<file path="config.mk">
export PLATFORM = sky130hd
export DESIGN_NAME = misc_pins
export DESIGN_NICKNAME = d
export VERILOG_FILES = /design/src/hw/misc_pkg.sv /design/src/hw/sense_filter.sv /design/src/hw/misc_pins.sv
export SDC_FILE = /design/constraint.sdc
export NUM_CORES = 1
export LEC_CHECK = 0
export ABC_AREA = 1
export BUFFER_PORTS_ARGS = -buffer_cell sky130_fd_sc_hd__buf_4
export CAP_MARGIN = 20
export CORE_UTILIZATION = 40
export DETAILED_ROUTE_END_ITERATION = 8
export PLACE_DENSITY = 0.7
export RECOVER_POWER = 50
export SLEW_MARGIN = 20
export SYNTH_ARGS = -nofsm -noshare
export SYNTH_HDL_FRONTEND = slang
export SYNTH_HIERARCHICAL = 1
export SYNTH_SLANG_ARGS = --single-unit
export TNS_END_PERCENT = 5
</file>
<file path="constraint.sdc">
create_clock -name clk -period 2.1 [get_ports clk]
set_input_delay 0.42 -clock clk [delete_from_list [all_inputs] [get_ports clk]]
set_output_delay 0.42 -clock clk [all_outputs]
set_load 0.02 [all_outputs]
</file>
<file path="src/hw/misc_pkg.sv">
// Constants shared by the miscellaneous pin block and its sense filter.
// Assumes a single 20 MHz clock and a 5-bit addressed, 8-bit control bus.
package misc_pkg;

    // ==========================================================
    // Timing
    localparam int CLK_PERIOD_NS = 50;
    localparam int RESET_MIN_NS = 160;
    localparam int RESET_SETTLE_NS = 960;
    localparam int SENSE_MIN_NS = 160;
    localparam int RESET_MIN_CYC = (RESET_MIN_NS + CLK_PERIOD_NS - 1) / CLK_PERIOD_NS;
    localparam int RESET_SETTLE_CYC = (RESET_SETTLE_NS + CLK_PERIOD_NS - 1) / CLK_PERIOD_NS;
    localparam int SENSE_MIN_CYC = (SENSE_MIN_NS + CLK_PERIOD_NS - 1) / CLK_PERIOD_NS;
    localparam int SENSE_CNT_W = 3;
    localparam logic [SENSE_CNT_W-1:0] SENSE_CNT_MAX = SENSE_CNT_W'(SENSE_MIN_CYC);
    localparam logic [SENSE_CNT_W-1:0] SENSE_CNT_ZERO = 3'h0;
    localparam logic [SENSE_CNT_W-1:0] SENSE_CNT_ONE = 3'h1;

    // ==========================================================
    // Control bus and register map
    localparam int ADDR_W = 5;
    localparam int DATA_W = 8;
    localparam int NUM_SENSE = 2;
    localparam logic [ADDR_W-1:0] REG_MODE = 5'h00;
    localparam logic [ADDR_W-1:0] REG_INT_COND = 5'h01;
    localparam logic [ADDR_W-1:0] REG_ICMR = 5'h02;
    localparam logic [ADDR_W-1:0] REG_USER = 5'h03;
    localparam logic [DATA_W-1:0] REG_RESET = 8'h00;

    // ==========================================================
    // Field positions
    localparam int MODE_RUN_BIT = 0;
    localparam int MODE_CASCADE_BIT = 1;
    localparam int MODE_CSTART_BIT = 2;
    localparam int INTC_PARITY_BIT = 0;
    localparam int INTC_SENSE_BIT = 1;
    localparam int USR_SENSE0_BIT = 0;
    localparam int USR_SENSE1_BIT = 1;
    localparam int USR_EN0_BIT = 2;
    localparam int USR_EN1_BIT = 3;
    localparam logic [DATA_W-1:0] MODE_WR_MASK = 8'h03;
    localparam logic [DATA_W-1:0] INTC_MASK = 8'h03;
    localparam logic [DATA_W-1:0] USR_EN_MASK = 8'h0c;
    localparam logic [DATA_W-1:0] USR_SENSE_MASK = 8'h03;

    // ==========================================================
    // Control bus cycle state
    typedef enum logic [0:0] {
        CB_IDLE = 1'b0,
        CB_HOLD = 1'b1
    } cbus_state_e;

endpackage

</file>
<file path="src/hw/sense_filter.sv">
// Synchroniser and minimum-width filter for one user sense input.
// Assumes the input may change at any time relative to clk.
`timescale 1ns/1ps

module sense_filter
    import misc_pkg::*;
(
    input wire logic clk,
    input wire logic nrst,
    input wire logic sense_in,
    output logic hit
);

    // ==========================================================
    // Synchroniser
    logic sync1_r;
    logic sync2_r;
    logic [SENSE_CNT_W-1:0] cnt_r;
    logic [SENSE_CNT_W-1:0] cnt_nxt;
    logic hit_r;
    logic hit_nxt;

    // ==========================================================
    // Width counter
    always_comb
    begin
        cnt_nxt = SENSE_CNT_ZERO;
        if (sync2_r)
        begin
            cnt_nxt = (cnt_r == SENSE_CNT_MAX) ? cnt_r : cnt_r + SENSE_CNT_ONE;
        end
        hit_nxt = (cnt_nxt == SENSE_CNT_MAX);
    end

    always_ff @(posedge clk)
    begin
        if (!nrst)
        begin
            sync1_r <= 1'b0;
            sync2_r <= 1'b0;
            cnt_r <= SENSE_CNT_ZERO;
            hit_r <= 1'b0;
        end
        else
        begin
            sync1_r <= sense_in;
            sync2_r <= sync1_r;
            cnt_r <= cnt_nxt;
            hit_r <= hit_nxt;
        end
    end

    assign hit = hit_r;
endmodule  // sense_filter

</file>
<file path="src/hw/misc_pins.sv">
// Miscellaneous pin logic: reset, user sense and enable pins, cascade sync.
// Assumes all pin inputs are synchronous to clk except the sense inputs.
//
// What this block does
// - Active-low reset clears every internal register except the data, acknowledge and interrupt output-enable registers, which it sets high.
// - Reset clears mode bit zero, leaving the device stopped.
// - Sense input 0 held 160 ns sets user register bit 0.
// - Sense input 1 held 160 ns sets user register bit 1.
// - Sense bits stay set until cleared by a control bus write.
// - Enable output 0 follows user register bit two.
// - Enable output 1 follows its own user register enable bit.
// - Cascade ready is released once cascade mode is set and JK received.
// - Internal logic and pin latching run on the local byte clock.
// - Unmasked latched conditions pull the open-drain interrupt output low.
`timescale 1ns/1ps

module misc_pins
    import misc_pkg::*;
(
    input wire logic clk,
    input wire logic nrst,
    input wire logic ce_n,
    input wire logic rd_not_wr,
    input wire logic [misc_pkg::ADDR_W-1:0] cba,
    input wire logic [misc_pkg::DATA_W-1:0] cbd_i,
    output logic [misc_pkg::DATA_W-1:0] cbd_o,
    output logic cbd_oe_n,
    input wire logic cbp_i,
    output logic cbp_o,
    output logic cbp_oe_n,
    input wire logic cbpe,
    output logic ack_o,
    output logic ack_oe_n,
    output logic int_o,
    output logic int_oe_n,
    input wire logic [misc_pkg::NUM_SENSE-1:0] user_sense,
    output logic user_out_0,
    output logic user_out_1,
    input wire logic cascade_start,
    input wire logic jk_pair_rx,
    output logic cascade_ready_o,
    output logic cascade_ready_oe_n
);

    // ==========================================================
    // Helpers
    function automatic logic is_reg(input logic [ADDR_W-1:0] a, input logic [ADDR_W-1:0] off);
        is_reg = (a == off);
    endfunction

    // ==========================================================
    // Sense filters
    logic [NUM_SENSE-1:0] hit;

    genvar gi;
    generate
        for (gi = 0; gi < NUM_SENSE; gi++)
        begin : g_sense
            sense_filter u_filt (
                .clk(clk),
                .nrst(nrst),
                .sense_in(user_sense[gi]),
                .hit(hit[gi])
            );
        end
    endgenerate

    // ==========================================================
    // Register and bus state
    cbus_state_e st_r;
    cbus_state_e st_nxt;
    logic [DATA_W-1:0] mode_r;
    logic [DATA_W-1:0] mode_nxt;
    logic [DATA_W-1:0] int_cond_r;
    logic [DATA_W-1:0] int_cond_nxt;
    logic [DATA_W-1:0] icmr_r;
    logic [DATA_W-1:0] icmr_nxt;
    logic [DATA_W-1:0] user_sense_enable_reg;
    logic [DATA_W-1:0] usr_nxt;
    logic [DATA_W-1:0] cbd_o_r;
    logic [DATA_W-1:0] cbd_o_nxt;
    logic [DATA_W-1:0] rdata;
    logic cbp_o_r;
    logic cbp_o_nxt;
    logic cbd_oe_n_r;
    logic cbd_oe_n_nxt;
    logic ack_oe_n_r;
    logic ack_oe_n_nxt;
    logic int_oe_n_r;
    logic int_oe_n_nxt;
    logic casc_rel_r;
    logic casc_rel_nxt;
    logic take;
    logic par_ok;
    logic do_wr;

    // ==========================================================
    // Next-state logic
    always_comb
    begin
        take = (st_r == CB_IDLE) && !ce_n;
        par_ok = !cbpe || (^{cbp_i, cbd_i});
        do_wr = take && !rd_not_wr && par_ok;

        rdata = REG_RESET;
        if (is_reg(cba, REG_MODE))
        begin
            rdata = mode_r;
        end
        else if (is_reg(cba, REG_INT_COND))
        begin
            rdata = int_cond_r;
        end
        else if (is_reg(cba, REG_ICMR))
        begin
            rdata = icmr_r;
        end
        else if (is_reg(cba, REG_USER))
        begin
            rdata = user_sense_enable_reg;
        end

        // Writing zero to a sense bit clears it; a new hit in the same cycle wins.
        usr_nxt = user_sense_enable_reg;
        mode_nxt = mode_r;
        icmr_nxt = icmr_r;
        int_cond_nxt = int_cond_r;
        if (do_wr && is_reg(cba, REG_USER))
        begin
            usr_nxt = (user_sense_enable_reg & cbd_i & USR_SENSE_MASK)
                | (cbd_i & USR_EN_MASK);
        end
        usr_nxt[USR_SENSE0_BIT] = usr_nxt[USR_SENSE0_BIT] | hit[0];
        usr_nxt[USR_SENSE1_BIT] = usr_nxt[USR_SENSE1_BIT] | hit[1];
        if (do_wr && is_reg(cba, REG_MODE))
        begin
            mode_nxt = (mode_r & ~MODE_WR_MASK) | (cbd_i & MODE_WR_MASK);
        end
        if (do_wr && is_reg(cba, REG_ICMR))
        begin
            icmr_nxt = cbd_i & INTC_MASK;
        end
        if (do_wr && is_reg(cba, REG_INT_COND))
        begin
            int_cond_nxt = int_cond_r & cbd_i;
        end
        if (take && !rd_not_wr && !par_ok)
        begin
            int_cond_nxt[INTC_PARITY_BIT] = 1'b1;
        end
        if (|hit)
        begin
            int_cond_nxt[INTC_SENSE_BIT] = 1'b1;
        end

        // Cascade ready is released after a JK pair in cascade mode.
        casc_rel_nxt = mode_nxt[MODE_CASCADE_BIT] && (casc_rel_r || jk_pair_rx);
        mode_nxt[MODE_CSTART_BIT] = casc_rel_nxt
            && (mode_r[MODE_CSTART_BIT] || cascade_start);

        st_nxt = st_r;
        cbd_o_nxt = cbd_o_r;
        cbp_o_nxt = cbp_o_r;
        case (st_r)
            CB_IDLE:
            begin
                if (take)
                begin
                    st_nxt = CB_HOLD;
                    cbd_o_nxt = rdata;
                    cbp_o_nxt = ~^rdata;
                end
            end
            CB_HOLD:
            begin
                if (ce_n)
                begin
                    st_nxt = CB_IDLE;
                end
            end
            default:
            begin
                st_nxt = CB_IDLE;
            end
        endcase
        ack_oe_n_nxt = (st_nxt != CB_HOLD);
        cbd_oe_n_nxt = !((st_nxt == CB_HOLD) && rd_not_wr);
        int_oe_n_nxt = !(|(int_cond_nxt & icmr_nxt));
    end

    // ==========================================================
    // Registers, all on the local byte clock
    always_ff @(posedge clk)
    begin
        if (!nrst)
        begin
            st_r <= CB_IDLE;
            mode_r <= REG_RESET;
            int_cond_r <= REG_RESET;
            icmr_r <= REG_RESET;
            user_sense_enable_reg <= REG_RESET;
            cbd_o_r <= REG_RESET;
            cbp_o_r <= 1'b0;
            cbd_oe_n_r <= 1'b1;
            ack_oe_n_r <= 1'b1;
            int_oe_n_r <= 1'b1;
            casc_rel_r <= 1'b0;
        end
        else
        begin
            st_r <= st_nxt;
            mode_r <= mode_nxt;
            int_cond_r <= int_cond_nxt;
            icmr_r <= icmr_nxt;
            user_sense_enable_reg <= usr_nxt;
            cbd_o_r <= cbd_o_nxt;
            cbp_o_r <= cbp_o_nxt;
            cbd_oe_n_r <= cbd_oe_n_nxt;
            ack_oe_n_r <= ack_oe_n_nxt;
            int_oe_n_r <= int_oe_n_nxt;
            casc_rel_r <= casc_rel_nxt;
        end
    end

    // Serial bit and byte clock domains live in the serial datapath, not here.

    // ==========================================================
    // Outputs; open-drain pins only ever drive low.
    assign cbd_o = cbd_o_r;
    assign cbd_oe_n = cbd_oe_n_r;
    assign cbp_o = cbp_o_r;
    assign cbp_oe_n = cbd_oe_n_r;
    assign ack_o = cbp_o_r & 1'b0;
    assign ack_oe_n = ack_oe_n_r;
    assign int_o = ack_o;
    assign int_oe_n = int_oe_n_r;
    assign user_out_0 = user_sense_enable_reg[USR_EN0_BIT];
    assign user_out_1 = user_sense_enable_reg[USR_EN1_BIT];
    assign cascade_ready_o = ack_o;
    assign cascade_ready_oe_n = casc_rel_r;
endmodule  // misc_pins

</file>
==> results of run 1 <==
## synthesized netlist by cell type
library cell / n / area share, %
xnor2_1: 2 / 0.71
nand3_1: 18 / 3.7
nand3b_1: 1 / 0.31
buf_4: 4 / 1.2
nor3_1: 4 / 0.81
buf_6: 1 / 0.46
nor2_4: 1 / 0.46
inv_1: 57 / 8.7
nand3_2: 2 / 0.81
ha_1: 4 / 2.0
nor2_1: 39 / 6.0
nand2_1: 109 / 17
nand2_4: 1 / 0.46
o21ai_0: 12 / 2.4
nor2_2: 4 / 1.0
dfxtp_1: 49 / 40
a21oi_1: 17 / 3.5
or2_0: 1 / 0.25
clkinv_1: 1 / 0.15
and2_2: 2 / 0.61
nor3_2: 1 / 0.41
nand3_4: 3 / 2.1
nand4_1: 7 / 1.8
inv_2: 6 / 0.92
conb_1: 1 / 0.15
or2_2: 1 / 0.25
xor2_1: 2 / 0.71
clkbuf_1: 3 / 0.46
o21ai_1: 2 / 0.41
a31oi_1: 2 / 0.51
buf_1: 1 / 0.15
nand2_2: 1 / 0.25
o21ai_2: 5 / 1.8
## worst max-delay path, delay by kind of cell
family / cells / cell delay [ns]
xor gates and xnor gates: 1 / 0.22
and+or+nand+nor: 9 / 0.76
buffers and inverters: 4 / 0.52
AOI/OAI and AO/OA: 1 / 0.08
## area by class of cell
cell class                      count  area [um^2]
Clock inverter                      1         5.00
Tap cell                           75         93.8
Sequential cell                    49          981
Inverter                           64          240
Fill cell                         614         3060
Timing Repair Buffer               42          255
Multi-Input combinational cell    244         1190
Clock buffer                        7         96.3
## final timing paths
check                                               start                         to  slack [ns]  cells after the start
worst min register to register  g_sense[0].u_filt/sync1_r  g_sense[0].u_filt/sync2_r        0.42                      2
worst max-delay path                               cba[3]                      cbp_o        0.32                     15
worst max register to register                       st_r                   int_oe_n        0.57                     10
worst min-delay path                        user_sense[0]  g_sense[0].u_filt/sync1_r        0.30                      3
## report_power, final
group | leakage (nW) | total (W) | switching [W] | internal (W)
logic | 1.05 | 0.000207 | 0.000134 | 0.0000732
clock network | 0.0542 | 0.000598 | 0.000300 | 0.000298
registers | 0.398 | 0.000958 | 0.00000954 | 0.000948
total | 1.50 | 0.00176 | 0.000444 | 0.00132
## metrics by stage
step | setup slack, ns | instance area, um^2 | utilization (%)
2_1_floorplan | 0.422 | 2470 | -
3_3_place_gp | 0.0942 | 2820 | 47.6
3_5_place_dp | 0.0238 | 2820 | 47.6
4_1_cts | 0.351 | 2920 | 49.3
5_1_grt | 0.0856 | 2860 | 48.3
6_report | 0.319 | 2860 | 48.3
## kinds of logic after synthesis
| kind of cell | count (synthesis) | share of synthesized area, % |
|---|---|---|
| and+or+nand+nor | 195 | 35.8 |
| buffers and inverters | 73 | 12.1 |
| DFF | 49 | 39.9 |
| AOI/OAI and AO/OA | 38 | 8.60 |
| xor gates and xnor gates | 4 | 1.43 |
| adders and majority gates | 4 | 2.04 |
| other | 1 | 0.153 |
## metal layers
metal  vias up  wire length, um  GRT usage [%]
li1       1194                -              -
met1       965             2300           20.9
met2        54             2360           30.8
met3         7              283           3.52
met4         0               76           5.89
met5         -                0              0
==> results.yml, run 1 <==
outcome:
  outcome: "finished clean"
critical_path:
  critPathSlowestCell: "inv_1"
  arrival_ns: 2.00
  path_common_cell: "nand2_1"
  cp-end-kind: "register"
  startpoint_type: "input pin"
  path_cells: "buf_4 > nor2_2 > nand3_1 > inv_1 > nand2_1 > nand2_1 > o21ai_2 > xor2_1 > inv_1 > nand2_1 > nand2_1 > nand3_1 > nand3_1 > nand2_1 > inv_1"
  crit_type: "in -> reg"
  crit_fanout: 10
  cp.required_ns: 2.32
  cp_slowest_stage_delay_ns: 0.29
clock_network:
  clkTransAtPathRegs_ns: 0.09
  postCtsSetupRepairBufs: 0
  clock-sinks: 49
  holdBufCountCts: 0
  clockBufferDepth: 2
  clock_tree.root_cell: "clkbuf_8"
  clock_latency_ns: 0.30
  cts_tree: "done"
  htreeDepth: 2
  cts_buffers: 5
  cts-resized-gates: 0
timing:
  fin_skew_ns: 0.00926
  period_share_pct: 84.8
  slew_violations: 0
  max_freq_ghz: 0.562
  final-setup-viol-count: 0
  hold_viol: 0
  period_minus_slack_ns: 1.78
  rsz0062_at_grt: "no"
  finalSetupTns_ns: 0
  whs_ns: 0.296
finish:
  antenna_cells: 0
  layout_common_cells: "nand2_1 (109), inv_1 (58), dfxtp_1 (49)"
  final_common_cell: "nand2_1"
  nNetsFinal: 433
  stdcell_count: 482
  drive_gt1_share_pct: 14.7
  area_delta_synth_final_pct: 16.3
power:
  fin_total_pwr_w: 0.00176
  peakVddDrop_mv: 0.331
  power.leakage_nw: 1.50
  p_per_area_nw_per_um2: 616
grt:
  grt_overflow: 0
  grt_pass1_wl_um: 8800
  antenna_found_initial: 0
  grt_pass1_vias: 2038
  grt_max_degree: 20
  grt_use_total_pct: 17.5
placement:
  gp_congestion: 0.870
  numPortBuffers: 38
  dpl.cell_count: 474
  dp_hpwl_um: 3840
floorplanning:
  die-area_um2: 6460
  die_x_um: 80.4
  coreArea_um2: 5920
  initial_utilization_pct: 41.5
  dieHeight_um: 80.4
  rows: 28
  pin_count: 42
yosys:
  syn_area_per_cell_um2: 6.75
  synth.distinct_cells: 33
  syn_area_um2: 2460
  yosysSeqAreaShare_pct: 39.9
  yosys_register_bits: 49
  synth_cells: 364
  synth.yosys.warnings: 6
routing:
  routed_via_density: 4.61
  drt-pass1-iter-count: 4
  wl_um: 5020
  vias: 2220
  drc: 0
  ant_nets: 0
  post_drt_wl_per_cell_um: 10.4
  drtIter0Drc: 154
hold_path:
  hp-class: "in -> reg"
flow_run:
  maxCapViolations: 0
(Power assumes the default switching activity.)
==> run 2, diff against run 1 <==
- ABC_AREA: 1 -> 0
- PLACE_DENSITY: 0.7 -> 0.73
- clock period: 2.1 -> 1.6 ns (I/O delays scaled with it)
==> results.yml, run 2 <==
yosys:
  yosys_register_bits: 49
  synth.distinct_cells: 53
  yosysMostFrequentCell: "dfxtp_1"
  yosys.area_share.adder_pct: 2.14
  syn_area_per_cell_um2: 9.54
  synth_top_family_by_area: "compound AO/OA/AOI/OAI gates"
  muxShareOfSynthArea_pct: 4.60
  synth-async-reset-ratio_pct: 0
  yosysSeqAreaShare_pct: 42.0
  ys_top_cells_by_area: "dfxtp_1 (42%), a21oi_1 (2.6%), and3_1 (2.4%)"
  synth_common_cells: "dfxtp_1 (49), nor2_1 (13), a21oi_1 (12), inv_1 (11), nand2_1 (11)"
  synth_xor_area_share_pct: 5.57
  synth-simple-area-share_pct: 19.7
  synth_enable_flop_cells: 0
  synth_top_area_share_pct: 42.0
  synth_cells: 245
  synth_ff_type: "dfxtp_1"
  yosysTopAreaCell: "dfxtp_1"
  syn_area_um2: 2340
  synth_compound_area_share_pct: 21.1
  synth.yosys.warnings: 6
finish:
  layout_common_cells: "buf_4 (87), dfxtp_1 (49), nor2_1 (13), clkbuf_1 (13)"
  nNetsFinal: 374
  stdcell_count: 420
  drive_gt1_share_pct: 35.3
  multi_input_area_um2: 1340
  fill_cells: 483
  area_delta_synth_final_pct: 42.7
  final_common_cell: "buf_4"
  seq_area_um2: 981
  finalInstanceArea_um2: 3340
  antenna_cells: 0
timing:
  slew_violations: 0
  period_minus_slack_ns: 1.88
  hold_viol: 0
  setup_ws_ns: -0.280
  max_freq_ghz: 0.532
  final-setup-viol-count: 23
  rsz0062_at_grt: "yes"
  whs_ns: 0.215
  fin_skew_ns: 0.00869
  period_share_pct: 117
critical_path:
  crit_path_start: "cbd_i[6]"
  crit_cells: 9
  timing.rr.end: "cbp_o"
  path_cells: "buf_8 > xnor2_2 > xnor3_2 > mux2i_4 > nand3_4 > buf_4 > o2111ai_1 > and3_1 > a31o_1"
  rr_worst_depth: 7
  cp.required_ns: 1.80
  startpoint_type: "input pin"
  arrival_ns: 2.08
  crit_fanout: 10
  crit_type: "in -> reg"
  crit_buf_inv: 2
  timing.rr.start: "icmr_r[3]"
  cp-end-kind: "register"
  cpLargestDelayFamily: "XOR/XNOR gates"
  crit_end: "int_oe_n"
  rrSetupSlack_ns: -0.20
  critPathSlowestCell: "xnor3_2"
  cp_slowest_stage_delay_ns: 0.47
routing:
  wl_um: 5930
  drc: 0
  ant_nets: 0
  drt-pass1-iter-count: 4
  drtIter0Drc: 104
  post_drt_wl_per_cell_um: 14.1
  vias: 2212
  routed_via_density: 5.27
floorplanning:
  initial_utilization_pct: 41.9
  coreArea_um2: 5570
  dieHeight_um: 78.4
  die_x_um: 78.4
  pin_count: 42
  die-area_um2: 6150
  rows: 27
grt:
  grt_use_total_pct: 20.3
  grt_overflow: 0
  grt_max_degree: 24
  grt_pass1_wl_um: 9760
  grt_pass1_vias: 2091
  antenna_found_initial: 0
power:
  power.switching_w: 0.000592
  pwr-share-comb_pct: 15.0
  p_per_area_nw_per_um2: 760
  pwr-share-seq_pct: 49.5
  power.leakage_nw: 1.47
  p_clk_share_pct: 35.5
  fin_total_pwr_w: 0.00253
  internal-power_w: 0.00194
  switching_share_pct: 23.4
  peakVddDrop_mv: 0.553
clock_network:
  clkTransAtPathRegs_ns: 0.09
  htreeDepth: 2
  clockBufferDepth: 2
  clock_tree.root_cell: "clkbuf_8"
  cts_tree: "done"
  clock_latency_ns: 0.30
  clock-sinks: 49
  cts_buffers: 5
placement:
  numPortBuffers: 38
  placed_cell_area_um2: 3140
  gp_congestion: 0.860
  dp_hpwl_um: 4510
  dpl.cell_count: 407
  pre_cts_ws_ns: -0.640
flow_run:
  maxCapViolations: 0
hold_path:
  hp-class: "in -> reg"
outcome:
  violations: "negative setup slack"
  outcome: "complete, but fails checks"
==> run 2: cell types whose count changed after synthesis, moves of 5 or more <==
cell | previous run | this run
a22oi_1 | 0 | 5
nor2_1 | 39 | 13
o211a_1 | 0 | 5
a21oi_1 | 17 | 12
o21a_1 | 0 | 6
inv_2 | 6 | 0
o2111ai_1 | 0 | 6
nor2b_1 | 0 | 8
and2_1 | 0 | 7
nand2_1 | 109 | 11
and3_1 | 0 | 9
nand3_1 | 18 | 10
o21ai_2 | 5 | 0
inv_1 | 57 | 11
==> run 2: cells by family after synthesis <==
logic type,after synthesis
fa+ha+maj,4
other cells,1
flops,49
buf+inv,23
mux,8
compound gates,69
xor+xnor,10
simple gates,81
==> run 2: repair_timing <==
item,in CTS,in global routing
pin swaps,4,5
gates resized for setup,16,3
hold buffers,0,0
setup buffers,4,1
setup endpoints to repair,24,25
==> run 2: power by group through the flow <==
stage | Sequential, W | Combinational [W] | Clock [W]
after global placement | 0.00128 | 0.000362 | 0
after CTS | 0.00126 | 0.000390 | 0.000924
after detailed placement | 0.00128 | 0.000368 | 0
after floorplan | 0.00130 | 0.000166 | 0
final | 0.00126 | 0.000381 | 0.000899
after global routing | 0.00126 | 0.000406 | 0.000974
==> run 2: worst min-delay path by stage <==
stage	startpoint	end	slack, ns	depth (start not counted)
4_1_cts	cascade_start	mode_r[2]	0.21	2
3_5_place_dp	g_sense[0].u_filt/sync1_r	g_sense[0].u_filt/sync2_r	0.42	1
2_1_floorplan	rd_not_wr	cbd_oe_n	0.38	1
5_1_grt	cascade_start	mode_r[2]	0.21	2
3_3_place_gp	g_sense[0].u_filt/sync1_r	g_sense[0].u_filt/sync2_r	0.41	1
6_report	cascade_start	mode_r[2]	0.22	2
==> run 2: per-stage QoR <==
stage	TNS, ns	utilization [%]
after floorplan	-5.16	-
after global placement	-11.05	56.3
after detailed placement	-12.19	56.3
after CTS	-2.71	60.4
after global routing	-3.97	59.8
final	-2.63	59.8
==> run 2: metal layers <==
layer | vias up | global-route usage, % | wire length, um
met2 | 57 | 34.1 | 2800
met4 | 0 | 7.41 | 148
met1 | 1036 | 25.9 | 2710
met5 | - | 0 | 0
li1 | 1105 | - | -
met3 | 14 | 3.60 | 272
==> run 2: cell type report <==
| cell class | instances | area share, % |
|---|---|---|
| flip-flops and latches | 49 | 29.4 |
| clock inverters | 1 | 0.900 |
| well taps | 72 | 2.70 |
| inverters | 11 | 1.24 |
| repair buffers | 105 | 23.1 |
| clock buffers | 7 | 2.59 |
| multi-input cells | 175 | 40.0 |
